<file path="config.mk">
export PLATFORM = sky130hd
export DESIGN_NAME = rsdc_reset_config
export DESIGN_NICKNAME = d
export VERILOG_FILES = /design/src/rtl/rsdc_pkg.sv /design/src/rtl/rsdc_reset_config.sv /design/src/rtl/rsdc_pin_map.sv
export SDC_FILE = /design/constraint.sdc
export NUM_CORES = 1
export LEC_CHECK = 0
export BUFFER_PORTS_ARGS = -buffer_cell sky130_fd_sc_hd__clkbuf_2
export CAP_MARGIN = 20
export CORE_AREA = 2 2 103 105
export CTS_CLUSTER_DIAMETER = 60
export DETAILED_ROUTE_END_ITERATION = 7
export DIE_AREA = 0 0 105 107
export GPL_TIMING_DRIVEN = 0
export PLACE_DENSITY = 0.73
export SETUP_SLACK_MARGIN = 0.02
export SLEW_MARGIN = 40
export SYNTH_ARGS = -nofsm -noshare
export SYNTH_HDL_FRONTEND = slang
export SYNTH_SLANG_ARGS = --single-unit
</file>
<file path="constraint.sdc">
create_clock -name i_clock -period 2.5 [get_ports i_clock]
set_input_delay 0.375 -clock i_clock [delete_from_list [all_inputs] [get_ports i_clock]]
set_output_delay 0.375 -clock i_clock [all_outputs]
set_load 0.1 [all_outputs]
</file>
<file path="src/rtl/rsdc_pkg.sv">
package rsdc_pkg;
    // boot source codes
    typedef enum logic [2:0] {
        RSDC_BOOT_NAND = 3'h0,
        RSDC_BOOT_ASYNC = 3'h1,
        RSDC_BOOT_SD = 3'h2,
        RSDC_BOOT_UART = 3'h3,
        RSDC_BOOT_USB = 3'h4,
        RSDC_BOOT_SPI = 3'h5,
        RSDC_BOOT_ETH = 3'h6,
        RSDC_BOOT_HOST = 3'h7
    } rsdc_boot_e;

    // reset kinds reported to the rest of the chip
    typedef enum logic [2:0] {
        RSDC_RST_NONE = 3'h0,
        RSDC_RST_POR = 3'h1,
        RSDC_RST_WARM = 3'h2,
        RSDC_RST_MAX = 3'h3,
        RSDC_RST_SYS = 3'h4
    } rsdc_rst_e;

    localparam int RSDC_NUM_MODULES = 52;
    localparam logic [2:0] RSDC_BOOT_RST = 3'h0;
    localparam logic [2:0] RSDC_MEMCFG_RST = 3'h0;
    localparam logic RSDC_OSC_RST = 1'b0;
    localparam int RSDC_MEMCFG_WIDE_BIT = 2;

    // module slot numbers
    localparam int RSDC_MOD_DMA_CC = 0;
    localparam int RSDC_MOD_DMA_TC0 = 1;
    localparam int RSDC_MOD_USB = 9;
    localparam int RSDC_MOD_ASYNC_IF = 14;
    localparam int RSDC_MOD_SD0 = 15;
    localparam int RSDC_MOD_UART0 = 19;
    localparam int RSDC_MOD_HOST = 21;
    localparam int RSDC_MOD_SPI0 = 22;
    localparam int RSDC_MOD_TIMER0 = 27;
    localparam int RSDC_MOD_TIMER2 = 29;
    localparam int RSDC_MOD_SYSTEM = 30;
    localparam int RSDC_MOD_CPU = 31;
    localparam int RSDC_MOD_RSVD34 = 34;
    localparam int RSDC_MOD_EMU = 35;
    localparam int RSDC_MOD_ETH = 40;
    localparam int RSDC_MOD_RTC = 41;

    // boot entry points
    localparam logic [31:0] RSDC_ROM_ENTRY = 32'h0000_8000;
    localparam logic [31:0] RSDC_FLASH_ENTRY = 32'h0200_0000;

    // wait-state defaults, in interface cycles
    localparam logic [4:0] RSDC_SETUP_RST = 5'h10;
    localparam logic [6:0] RSDC_STROBE_RST = 7'h40;
    localparam logic [3:0] RSDC_HOLD_RST = 4'h8;

    // pin-role counts
    localparam int RSDC_ADDR_PINS = 16;
    localparam int RSDC_UPPER_PINS = 7;
    localparam int RSDC_HI_DATA_PINS = 8;
endpackage

</file>
<file path="src/rtl/rsdc_reset_config.sv">
`timescale 1ns/1ps
module rsdc_reset_config
    import rsdc_pkg::*;
(
    // clock (bypassed reference oscillator) and reset
    input wire logic i_clock,
    input wire logic i_rst_n,
    // reset sources
    input wire logic i_ext_reset_pin_n,
    input wire logic i_test_reset_n,
    input wire logic i_watchdog_timer_req,
    input wire logic i_emu_max_req,
    input wire logic i_emu_sys_req,
    input wire logic [51:0] i_sw_module_reset,
    // strap pins
    input wire logic [2:0] i_boot_source_strap_pin,
    input wire logic [2:0] i_ext_mem_pin_strap_pin,
    input wire logic i_osc_range_strap_pin,
    // reset outputs
    output logic o_por_reset,
    output logic o_warm_reset,
    output logic o_sys_reset,
    output logic [51:0] o_module_reset,
    output rsdc_rst_e o_last_reset,
    // latched straps and derived configuration
    output logic o_strap_sampling,
    output logic [2:0] o_boot_source_strap,
    output logic [2:0] o_ext_mem_pin_strap,
    output logic o_osc_range_strap,
    output logic o_mem_wide,
    output logic o_pll1_enable,
    output logic o_pll2_enable,
    output logic o_pll_bypass,
    output logic [51:0] o_module_enable,
    output logic [31:0] o_boot_entry,
    // memory pin roles
    output logic [15:0] o_addr_pin_is_mem,
    output logic o_top_pin_is_a14,
    output logic [7:0] o_hi_data_is_mem,
    output logic [6:0] o_upper_addr_is_mem,
    output logic [1:0] o_byte_addr_lsb_sel,
    // wait-state defaults
    output logic [4:0] o_setup_cycles,
    output logic [6:0] o_strobe_cycles,
    output logic [3:0] o_hold_cycles
);
    logic cold_req;
    logic warm_req;
    logic max_req;
    logic full_req;
    logic full_q;
    logic sampled_q;
    logic [2:0] boot_q;
    logic [2:0] memcfg_q;
    logic osc_q;
    logic [51:0] enable_d;
    logic [51:0] enable_q;
    logic [15:0] addr_map;
    logic top_a14;
    logic [7:0] hi_map;

    // cold request
    // both pins low means cold; the test reset alone starts nothing here
    assign cold_req = !i_ext_reset_pin_n && !i_test_reset_n;
    assign warm_req = !i_ext_reset_pin_n && i_test_reset_n;
    assign max_req = i_watchdog_timer_req || i_emu_max_req;
    assign full_req = cold_req || warm_req || max_req;

    always_ff @(posedge i_clock or negedge i_rst_n) begin
        if (!i_rst_n) begin
            o_por_reset <= 1'b1;
        end else begin
            o_por_reset <= cold_req;
        end
    end

    always_ff @(posedge i_clock or negedge i_rst_n) begin
        if (!i_rst_n) begin
            o_warm_reset <= 1'b1;
        end else begin
            o_warm_reset <= full_req;
        end
    end

    // soft reset; memory, clocks and power untouched
    always_ff @(posedge i_clock or negedge i_rst_n) begin
        if (!i_rst_n) begin
            o_sys_reset <= 1'b0;
        end else begin
            // a full reset swallows a system request arriving with it
            o_sys_reset <= i_emu_sys_req && !full_req;
        end
    end

    always_ff @(posedge i_clock or negedge i_rst_n) begin
        if (!i_rst_n) begin
            o_last_reset <= RSDC_RST_POR;
        end else if (cold_req) begin
            o_last_reset <= RSDC_RST_POR;
        end else if (warm_req) begin
            o_last_reset <= RSDC_RST_WARM;
        end else if (max_req) begin
            o_last_reset <= RSDC_RST_MAX;
        end else if (i_emu_sys_req) begin
            o_last_reset <= RSDC_RST_SYS;
        end
        // with no request the kind holds until the next one
    end

    // per-module software reset, also held by full resets
    always_ff @(posedge i_clock or negedge i_rst_n) begin
        if (!i_rst_n) begin
            o_module_reset <= {RSDC_NUM_MODULES{1'b1}};
        end else begin
            o_module_reset <= i_sw_module_reset | {RSDC_NUM_MODULES{full_q}};
        end
    end

    always_ff @(posedge i_clock or negedge i_rst_n) begin
        if (!i_rst_n) begin
            full_q <= 1'b1;
        end else begin
            full_q <= full_req;
        end
    end

    // sampling window open while a full reset stands
    assign o_strap_sampling = !sampled_q;

    // capture on the first edge after release; reset holds a constant
    always_ff @(posedge i_clock or negedge i_rst_n) begin
        if (!i_rst_n) begin
            sampled_q <= 1'b0;
        end else if (full_req) begin
            // reopened by every full reset, so a warm reset reads the pins again
            sampled_q <= 1'b0;
        end else begin
            sampled_q <= 1'b1;
        end
    end

    // latched straps; system reset leaves them
    always_ff @(posedge i_clock or negedge i_rst_n) begin
        if (!i_rst_n) begin
            boot_q <= RSDC_BOOT_RST;
            memcfg_q <= RSDC_MEMCFG_RST;
            osc_q <= RSDC_OSC_RST;
        end else if (!sampled_q && !full_req) begin
            // system reset is deliberately absent from this condition
            boot_q <= i_boot_source_strap_pin;
            memcfg_q <= i_ext_mem_pin_strap_pin;
            osc_q <= i_osc_range_strap_pin;
        end
    end

    assign o_boot_source_strap = boot_q;
    assign o_ext_mem_pin_strap = memcfg_q;
    // 0 = 15-35 MHz range, 1 = 30-40 MHz range
    assign o_osc_range_strap = osc_q;
    assign o_mem_wide = memcfg_q[RSDC_MEMCFG_WIDE_BIT];

    // PLLs off and bypassed after full resets, register defaults
    // these are the reset images of pll control kept elsewhere
    always_ff @(posedge i_clock or negedge i_rst_n) begin
        if (!i_rst_n) begin
            o_pll1_enable <= 1'b0;
            o_pll2_enable <= 1'b0;
            o_pll_bypass <= 1'b1;
        end else if (full_req) begin
            o_pll1_enable <= 1'b0;
            o_pll2_enable <= 1'b0;
            o_pll_bypass <= 1'b1;
        end
    end

    always_comb begin
        enable_d = {RSDC_NUM_MODULES{1'b0}};
        enable_d[RSDC_MOD_TIMER0] = 1'b1;
        enable_d[RSDC_MOD_TIMER2] = 1'b1;
        enable_d[RSDC_MOD_SYSTEM] = 1'b1;
        enable_d[RSDC_MOD_CPU] = 1'b1;
        enable_d[RSDC_MOD_RSVD34] = 1'b1;
        enable_d[RSDC_MOD_EMU] = 1'b1;
        enable_d[RSDC_MOD_RTC] = 1'b1;
        case (rsdc_boot_e'(boot_q))
            RSDC_BOOT_NAND, RSDC_BOOT_ASYNC: begin
                enable_d[RSDC_MOD_DMA_CC] = 1'b1;
                enable_d[RSDC_MOD_DMA_TC0] = 1'b1;
                enable_d[RSDC_MOD_ASYNC_IF] = 1'b1;
            end
            RSDC_BOOT_SD: begin
                enable_d[RSDC_MOD_SD0] = 1'b1;
            end
            RSDC_BOOT_UART: begin
                enable_d[RSDC_MOD_UART0] = 1'b1;
            end
            RSDC_BOOT_USB: begin
                enable_d[RSDC_MOD_DMA_CC] = 1'b1;
                enable_d[RSDC_MOD_DMA_TC0] = 1'b1;
                enable_d[RSDC_MOD_USB] = 1'b1;
            end
            RSDC_BOOT_SPI: begin
                enable_d[RSDC_MOD_SPI0] = 1'b1;
            end
            RSDC_BOOT_ETH: begin
                enable_d[RSDC_MOD_DMA_CC] = 1'b1;
                enable_d[RSDC_MOD_DMA_TC0] = 1'b1;
                enable_d[RSDC_MOD_ETH] = 1'b1;
            end
            RSDC_BOOT_HOST: begin
                enable_d[RSDC_MOD_HOST] = 1'b1;
            end
            default: begin
                enable_d[RSDC_MOD_ASYNC_IF] = 1'b1;
            end
        endcase
    end

    // enables reload only after the straps are fresh; then they follow the latched boot strap every cycle
    always_ff @(posedge i_clock or negedge i_rst_n) begin
        if (!i_rst_n) begin
            enable_q <= {RSDC_NUM_MODULES{1'b0}};
        end else if (!sampled_q) begin
            // zero while sampling so no boot peripheral starts on stale straps
            enable_q <= {RSDC_NUM_MODULES{1'b0}};
        end else begin
            enable_q <= enable_d;
        end
    end
    assign o_module_enable = enable_q;

    always_ff @(posedge i_clock or negedge i_rst_n) begin
        if (!i_rst_n) begin
            o_boot_entry <= RSDC_ROM_ENTRY;
        end else if (boot_q == RSDC_BOOT_ASYNC) begin
            // follows the latched mode, so it is constant between full resets
            o_boot_entry <= RSDC_FLASH_ENTRY;
        end else begin
            o_boot_entry <= RSDC_ROM_ENTRY;
        end
    end

    // pin roles from the latched strap
    rsdc_pin_map u_pin_map (
        .i_ext_mem_pin_strap(memcfg_q),
        .o_addr_pin_is_mem(addr_map),
        .o_hi_data_is_mem(hi_map),
        .o_top_pin_is_a14(top_a14)
    );

    // straps own the pins until sampled; then general I/O where unused
    always_ff @(posedge i_clock or negedge i_rst_n) begin
        if (!i_rst_n) begin
            o_addr_pin_is_mem <= 16'h0000;
            o_hi_data_is_mem <= 8'h00;
            o_top_pin_is_a14 <= 1'b0;
        end else if (!sampled_q) begin
            // released one edge after capture, never while the straps are read
            o_addr_pin_is_mem <= 16'h0000;
            o_hi_data_is_mem <= 8'h00;
            o_top_pin_is_a14 <= 1'b0;
        end else begin
            o_addr_pin_is_mem <= addr_map;
            o_hi_data_is_mem <= hi_map;
            o_top_pin_is_a14 <= top_a14;
        end
    end

    // upper address pins stay general I/O out of reset
    always_ff @(posedge i_clock or negedge i_rst_n) begin
        if (!i_rst_n) begin
            o_upper_addr_is_mem <= 7'h00;
        end else if (full_req) begin
            // only software remaps these later; the board holds them low meanwhile
            o_upper_addr_is_mem <= 7'h00;
        end
    end

    // byte pins: wide = {a14, halfword lsb}, narrow = {a1, a0}
    always_ff @(posedge i_clock or negedge i_rst_n) begin
        if (!i_rst_n) begin
            o_byte_addr_lsb_sel <= 2'b00;
        end else if (!sampled_q) begin
            o_byte_addr_lsb_sel <= 2'b00;
        end else begin
            o_byte_addr_lsb_sel <= {2{memcfg_q[RSDC_MEMCFG_WIDE_BIT]}};
        end
    end

    // slowest wait states when interface enabled; strap not involved
    // no software write path lives here, so the values only reload
    always_ff @(posedge i_clock or negedge i_rst_n) begin
        if (!i_rst_n) begin
            o_setup_cycles <= RSDC_SETUP_RST;
            o_strobe_cycles <= RSDC_STROBE_RST;
            o_hold_cycles <= RSDC_HOLD_RST;
        end else if (full_req) begin
            o_setup_cycles <= RSDC_SETUP_RST;
            o_strobe_cycles <= RSDC_STROBE_RST;
            o_hold_cycles <= RSDC_HOLD_RST;
        end
    end
endmodule // rsdc_reset_config

</file>
<file path="src/rtl/rsdc_pin_map.sv">
`timescale 1ns/1ps
module rsdc_pin_map
    import rsdc_pkg::*;
(
    // latched strap
    input wire logic [2:0] i_ext_mem_pin_strap,
    // pin roles, one bit per pin, 1 = memory interface function
    output logic [15:0] o_addr_pin_is_mem,
    output logic [7:0] o_hi_data_is_mem,
    output logic o_top_pin_is_a14
);
    // pin order: 0 top pin, 1 byte addr 1, 2 addr 0, 3..15 addr 1..13
    always_comb begin
        o_addr_pin_is_mem = 16'h0000;
        o_top_pin_is_a14 = 1'b0;
        case (i_ext_mem_pin_strap[1:0])
            2'b00: begin
                o_addr_pin_is_mem = 16'h0018;
            end
            2'b01: begin
                o_addr_pin_is_mem = 16'hffff;
                o_top_pin_is_a14 = 1'b1;
            end
            2'b10: begin
                o_addr_pin_is_mem = 16'hffff;
            end
            default: begin
                o_addr_pin_is_mem = 16'h0000;
            end
        endcase
    end

    // upper data lanes only for wide codes
    assign o_hi_data_is_mem = {8{i_ext_mem_pin_strap[RSDC_MEMCFG_WIDE_BIT]}};
endmodule // rsdc_pin_map

</file>
# --- Yosys cells after proc, flatten, opt, wreduce, memory -nomap -nowiden ---
# Cells that the tools add are included.
word_totals:
  ff_bits: 171
  elab_cells: 63
  inputBits: 66
classes:
  eq_ne: 9
  n_mux: 21
  n_bitwise: 1
  n_reduce_logical: 17
ops:
  columns: ["op", "count"]
  rows:
  - ["52-bit OR", 1]
  - ["42-bit two-way mux", 1]
  - ["16-bit case mux with 2 select lines", 1]
  - ["26-bit two-way mux", 1]
  - ["16-bit two-way mux", 1]
  - ["3-bit equality test (second input constant)", 4]
  - ["3-bit two-way mux", 4]
  - ["1-bit two-way mux", 10]
  - ["8-bit two-way mux", 1]
  - ["3-bit by 2-bit equality test with 1-bit output (second input constant)", 2]
  - ["1-bit logical AND", 4]
  - ["1-bit zero test", 4]
  - ["2-bit two-way mux", 2]
  - ["4-bit nonzero test", 1]
  - ["2-bit OR reduction", 2]
  - ["4-bit OR reduction", 1]
  - ["3-bit by 1-bit equality test with 1-bit output (second input constant)", 1]
  - ["3-bit zero test", 1]
  - ["1-bit logical OR", 3]
  - ["2-bit by 1-bit equality test with 1-bit output (second input constant)", 1]
  - ["2-bit equality test (second input constant)", 1]
  - ["2-bit zero test", 1]

# --- Longest topological paths before layout ---
logic_depth:
  ltp_word: 6
  depth_mapped: 3
  mapped_depth_nobuf: 3

# --- Hierarchy ---
# From an unflattened synthesis, not the netlist that was laid out.
hier_totals:
  cells_unflattened: 356
  area_unflattened_um2: 4379.2
by_module_without_submodules:
  columns: ["module", "seq_area_each_um2", "instances", "cells_each", "area_per_inst_um2"]
  rows:
  - ["rsdc_reset_config", 2647.5, 1, 329, 4177.8]
  - ["rsdc_pin_map", 0.0, 1, 27, 201.4]

# --- Worst setup path before layout ---
# No wires, ideal clock.
synth_path:
  kind: "reg2out"
  start: "register o_addr_pin_is_mem[14] (netlist name)"
  end: "output o_addr_pin_is_mem[10]"
  path_stages_with_launch: 2
  path_slack_ps: 602
  n_path_buf: 1
  t_arrival_ps: 1523
  cell_sequence: "dfrtp_1 buf_4"
synth_rtl:
  columns: ["element", "line_no", "source"]
  rows:
  - ["end, declared", "rsdc_reset_config.sv:37", "output logic [15:0] o_addr_pin_is_mem,"]

==> reports/results.ini <==
[synthesis]
synthTopCellsByArea=dfstp_2 40%, buf_4 25%, dfrtp_1 17%, or2_2 9.0%, mux2_2 2.1%
synth_ff_type=dfstp_2
synth_area_um2=3670
synth_common_cells=123 x buf_4, 56 x dfstp_2, 53 x or2_2, 25 x dfrtp_1, 11 x nor2_1
syn_inst=306
synth_most_common_cell=buf_4
synthArstFlopShare_pct=100
yosys_register_bits=81
yosysSeqAreaShare_pct=57.2
yosysTopAreaCell=dfstp_2
yosys.cell_types.count=21
synth_top_area_share_pct=40.1
synth-edff-count=0
syn_avg_cell_area_um2=12.0
yosysWarningCount=0

[sta]
fin_crit_sh_pct=77.9
finalMaxSlewViolations=0
rsz0062_at_grt=no
fin_crit_ns=1.95
worstMarginPinSlew_ns=0.588
fmax_ghz=0.513
hold_viol=0
clock_skew_ns=0.0125
setup_ws_ns=0.551
relSlewSlack_pct=60.6
setup_viol=0
setup_tns_ns=0

[cts]
clock_latency_ns=0.35
cts_resized=0
cts_max_level=3
path_clk_slew_ns=0.09
root_buffer=clkbuf_8
cts_num_sinks=81
cts_buffers=9
cts_tree=built
cts_hold_buf=1
clk_path_buf_depth=2
cts_setup_buffers=0

[die]
die_area_um2=11200
die_h_um=107
die-width_um=105
coreArea_um2=10100
num_rows=37
pin_count=270
start_util_pct=36.3

[critical_path]
endpoint_kind=output pin
r2r-start=sampled_q
crit_required_ns=2.12
critPathKind=flip-flop to output pin
worst-r2r-cell-count=2
path_max_fanout=14
cp.arrival_ns=1.57
rrSetupSlack_ns=0.92
r2r_end=o_boot_source_strap[1]
start_kind=flip-flop

[global_routing]
first_global_vias=2475
grtUsageTotal_pct=13.4
grt_overflow=0
grt_first_pass_wirelength_mm=11.7
antenna_found_initial=0
grt_max_degree=45

[min_path]
hold_class=input port to flip-flop
worst_hold_startpoint=i_test_reset_n
worstHoldPathCells=2
worstHoldEndpoint=o_por_reset

[finish]
final_util_pct=52.6
drive_gt1_share_pct=73.4
nFillCells=938
antenna_cells=0
area_growth_syn_to_layout_pct=44.7
nets=654

[power]
power.density_nw_per_um2=780
p_sw_share_pct=48.2
p_sw_w=0.00200
pwr-share-seq_pct=35.0
clkPwrFrac_pct=23.2
leakage_nw=2.92
peakVddDrop_uv=316
p_int_w=0.00214
comb_power_share_pct=41.8

[placed_design]
io_buffers=177
hpwl_mm=6.46
gp_congestion=0.741
place_ws_ns=0.848

[drt]
top_layer_used=met4
drt_wl_total_mm=7.79
drt_iter0_markers=63
wl_met3_um=908
routedWlPerCell_um=10.7
via_per_inst=3.58
dr_wl_met2_mm=4.07
vias=2603
drtAntennaViolNets=0
wl_met1_mm=2.69
drt_first_pass_iters=4
drc_errors=0

[status]
status=finished, final reports clean

[job]
cap_viol_max_count=0

[placed cells by master (no fill, tap or decap), drive strengths merged]
cell type / synthesis / routed
ha: 2 / 2
clkbuf: 5 / 193
nor4b: 1 / 1
a31oi: 1 / 1
nor3: 1 / 1
dlygate4sd3: 0 / 1
nor2: 11 / 11
buf: 123 / 124
dfstp: 56 / 56
clkinv: 0 / 2
mux2: 7 / 7
a21oi: 1 / 1
inv: 3 / 6
nand2: 2 / 2
and2: 3 / 3
o21a: 1 / 1
nand2b: 5 / 5
dfrtp: 25 / 25
or2: 53 / 53
nor3b: 1 / 1
conb: 2 / 92
a211oi: 1 / 1
nor2b: 2 / 2
[routing by layer]
layer,vias up,track usage (%)
met5,-,0
met4,0,5.71
met3,13,5.78
met2,154,24.2
met1,1155,13.5
li1,1281,-
[kinds of logic after synthesis]
group                      share of synthesized area (%)
adders and majority gates                          0.682
and+or+nand+nor                                     13.1
buffers and inverters                               26.0
muxes                                               2.15
DFF                                                 57.2
AOI/OAI and AO/OA                                  0.717
other                                              0.205
[worst max-delay path, stage by stage (launching register included)]
cell and delay [ns]:
dfrtp_1 0.58, buf_4 0.17, clkbuf_2 0.47
[power groups by stage]
| stage | clock network [W] | logic (W) | registers (W) |
|---|---|---|---|
| final | 0.000961 | 0.00173 | 0.00145 |
| after floorplan | 0 | 0.00107 | 0.00194 |
| after CTS | 0.000998 | 0.00173 | 0.00145 |
| after global placement | 0 | 0.00172 | 0.00147 |
| after detailed placement | 0 | 0.00173 | 0.00147 |
| after global routing | 0.00106 | 0.00178 | 0.00146 |
[worst max-delay path by stage]
| stage | from | to | cells after the start |
|---|---|---|---|
| 2_1_floorplan | o_addr_pin_is_mem[14] | o_addr_pin_is_mem[10] | 1 |
| 3_3_place_gp | i_rst_n | o_addr_pin_is_mem[14] | 1 |
| 3_5_place_dp | i_emu_max_req | o_boot_source_strap[1] | 3 |
| 4_1_cts | o_addr_pin_is_mem[14] | o_addr_pin_is_mem[10] | 2 |
| 5_1_grt | o_addr_pin_is_mem[14] | o_addr_pin_is_mem[10] | 2 |
| 6_report | o_addr_pin_is_mem[14] | o_addr_pin_is_mem[10] | 2 |
[per-stage QoR]
stage               power [W]  cells  instance area [um^2]  hold slack, ns
global route          0.00430    727                  5310           0.162
finish                0.00414    727                  5310           0.177
CTS                   0.00418    727                  5310           0.156
global placement      0.00318    709                  5060           0.467
floorplan             0.00300    396                  4010          0.0794
detailed placement    0.00320    710                  5090           0.310
[registers in the layout, indices dropped and copies added, names as in the netlist, 2 cells and up]
signal,flops
o_addr_pin_is_mem,2
o_boot_entry,2
o_boot_source_strap,3
o_ext_mem_pin_strap,3
o_last_reset,3
o_module_enable,9
o_module_reset,52
[final cells by class]
cell class | instances | area, um^2 | area share [%]
clock buffers | 11 | 163 | 3.07
well taps | 136 | 170 | 3.21
flip-flops and latches | 81 | 2100 | 39.5
clock inverters | 5 | 42.5 | 0.802
repair buffers | 179 | 925 | 17.4
inverters | 3 | 11.3 | 0.212
multi-input cells | 184 | 955 | 18.0
plain buffers | 128 | 942 | 17.8
No activity file was read; power rests on OpenSTA's default activity.
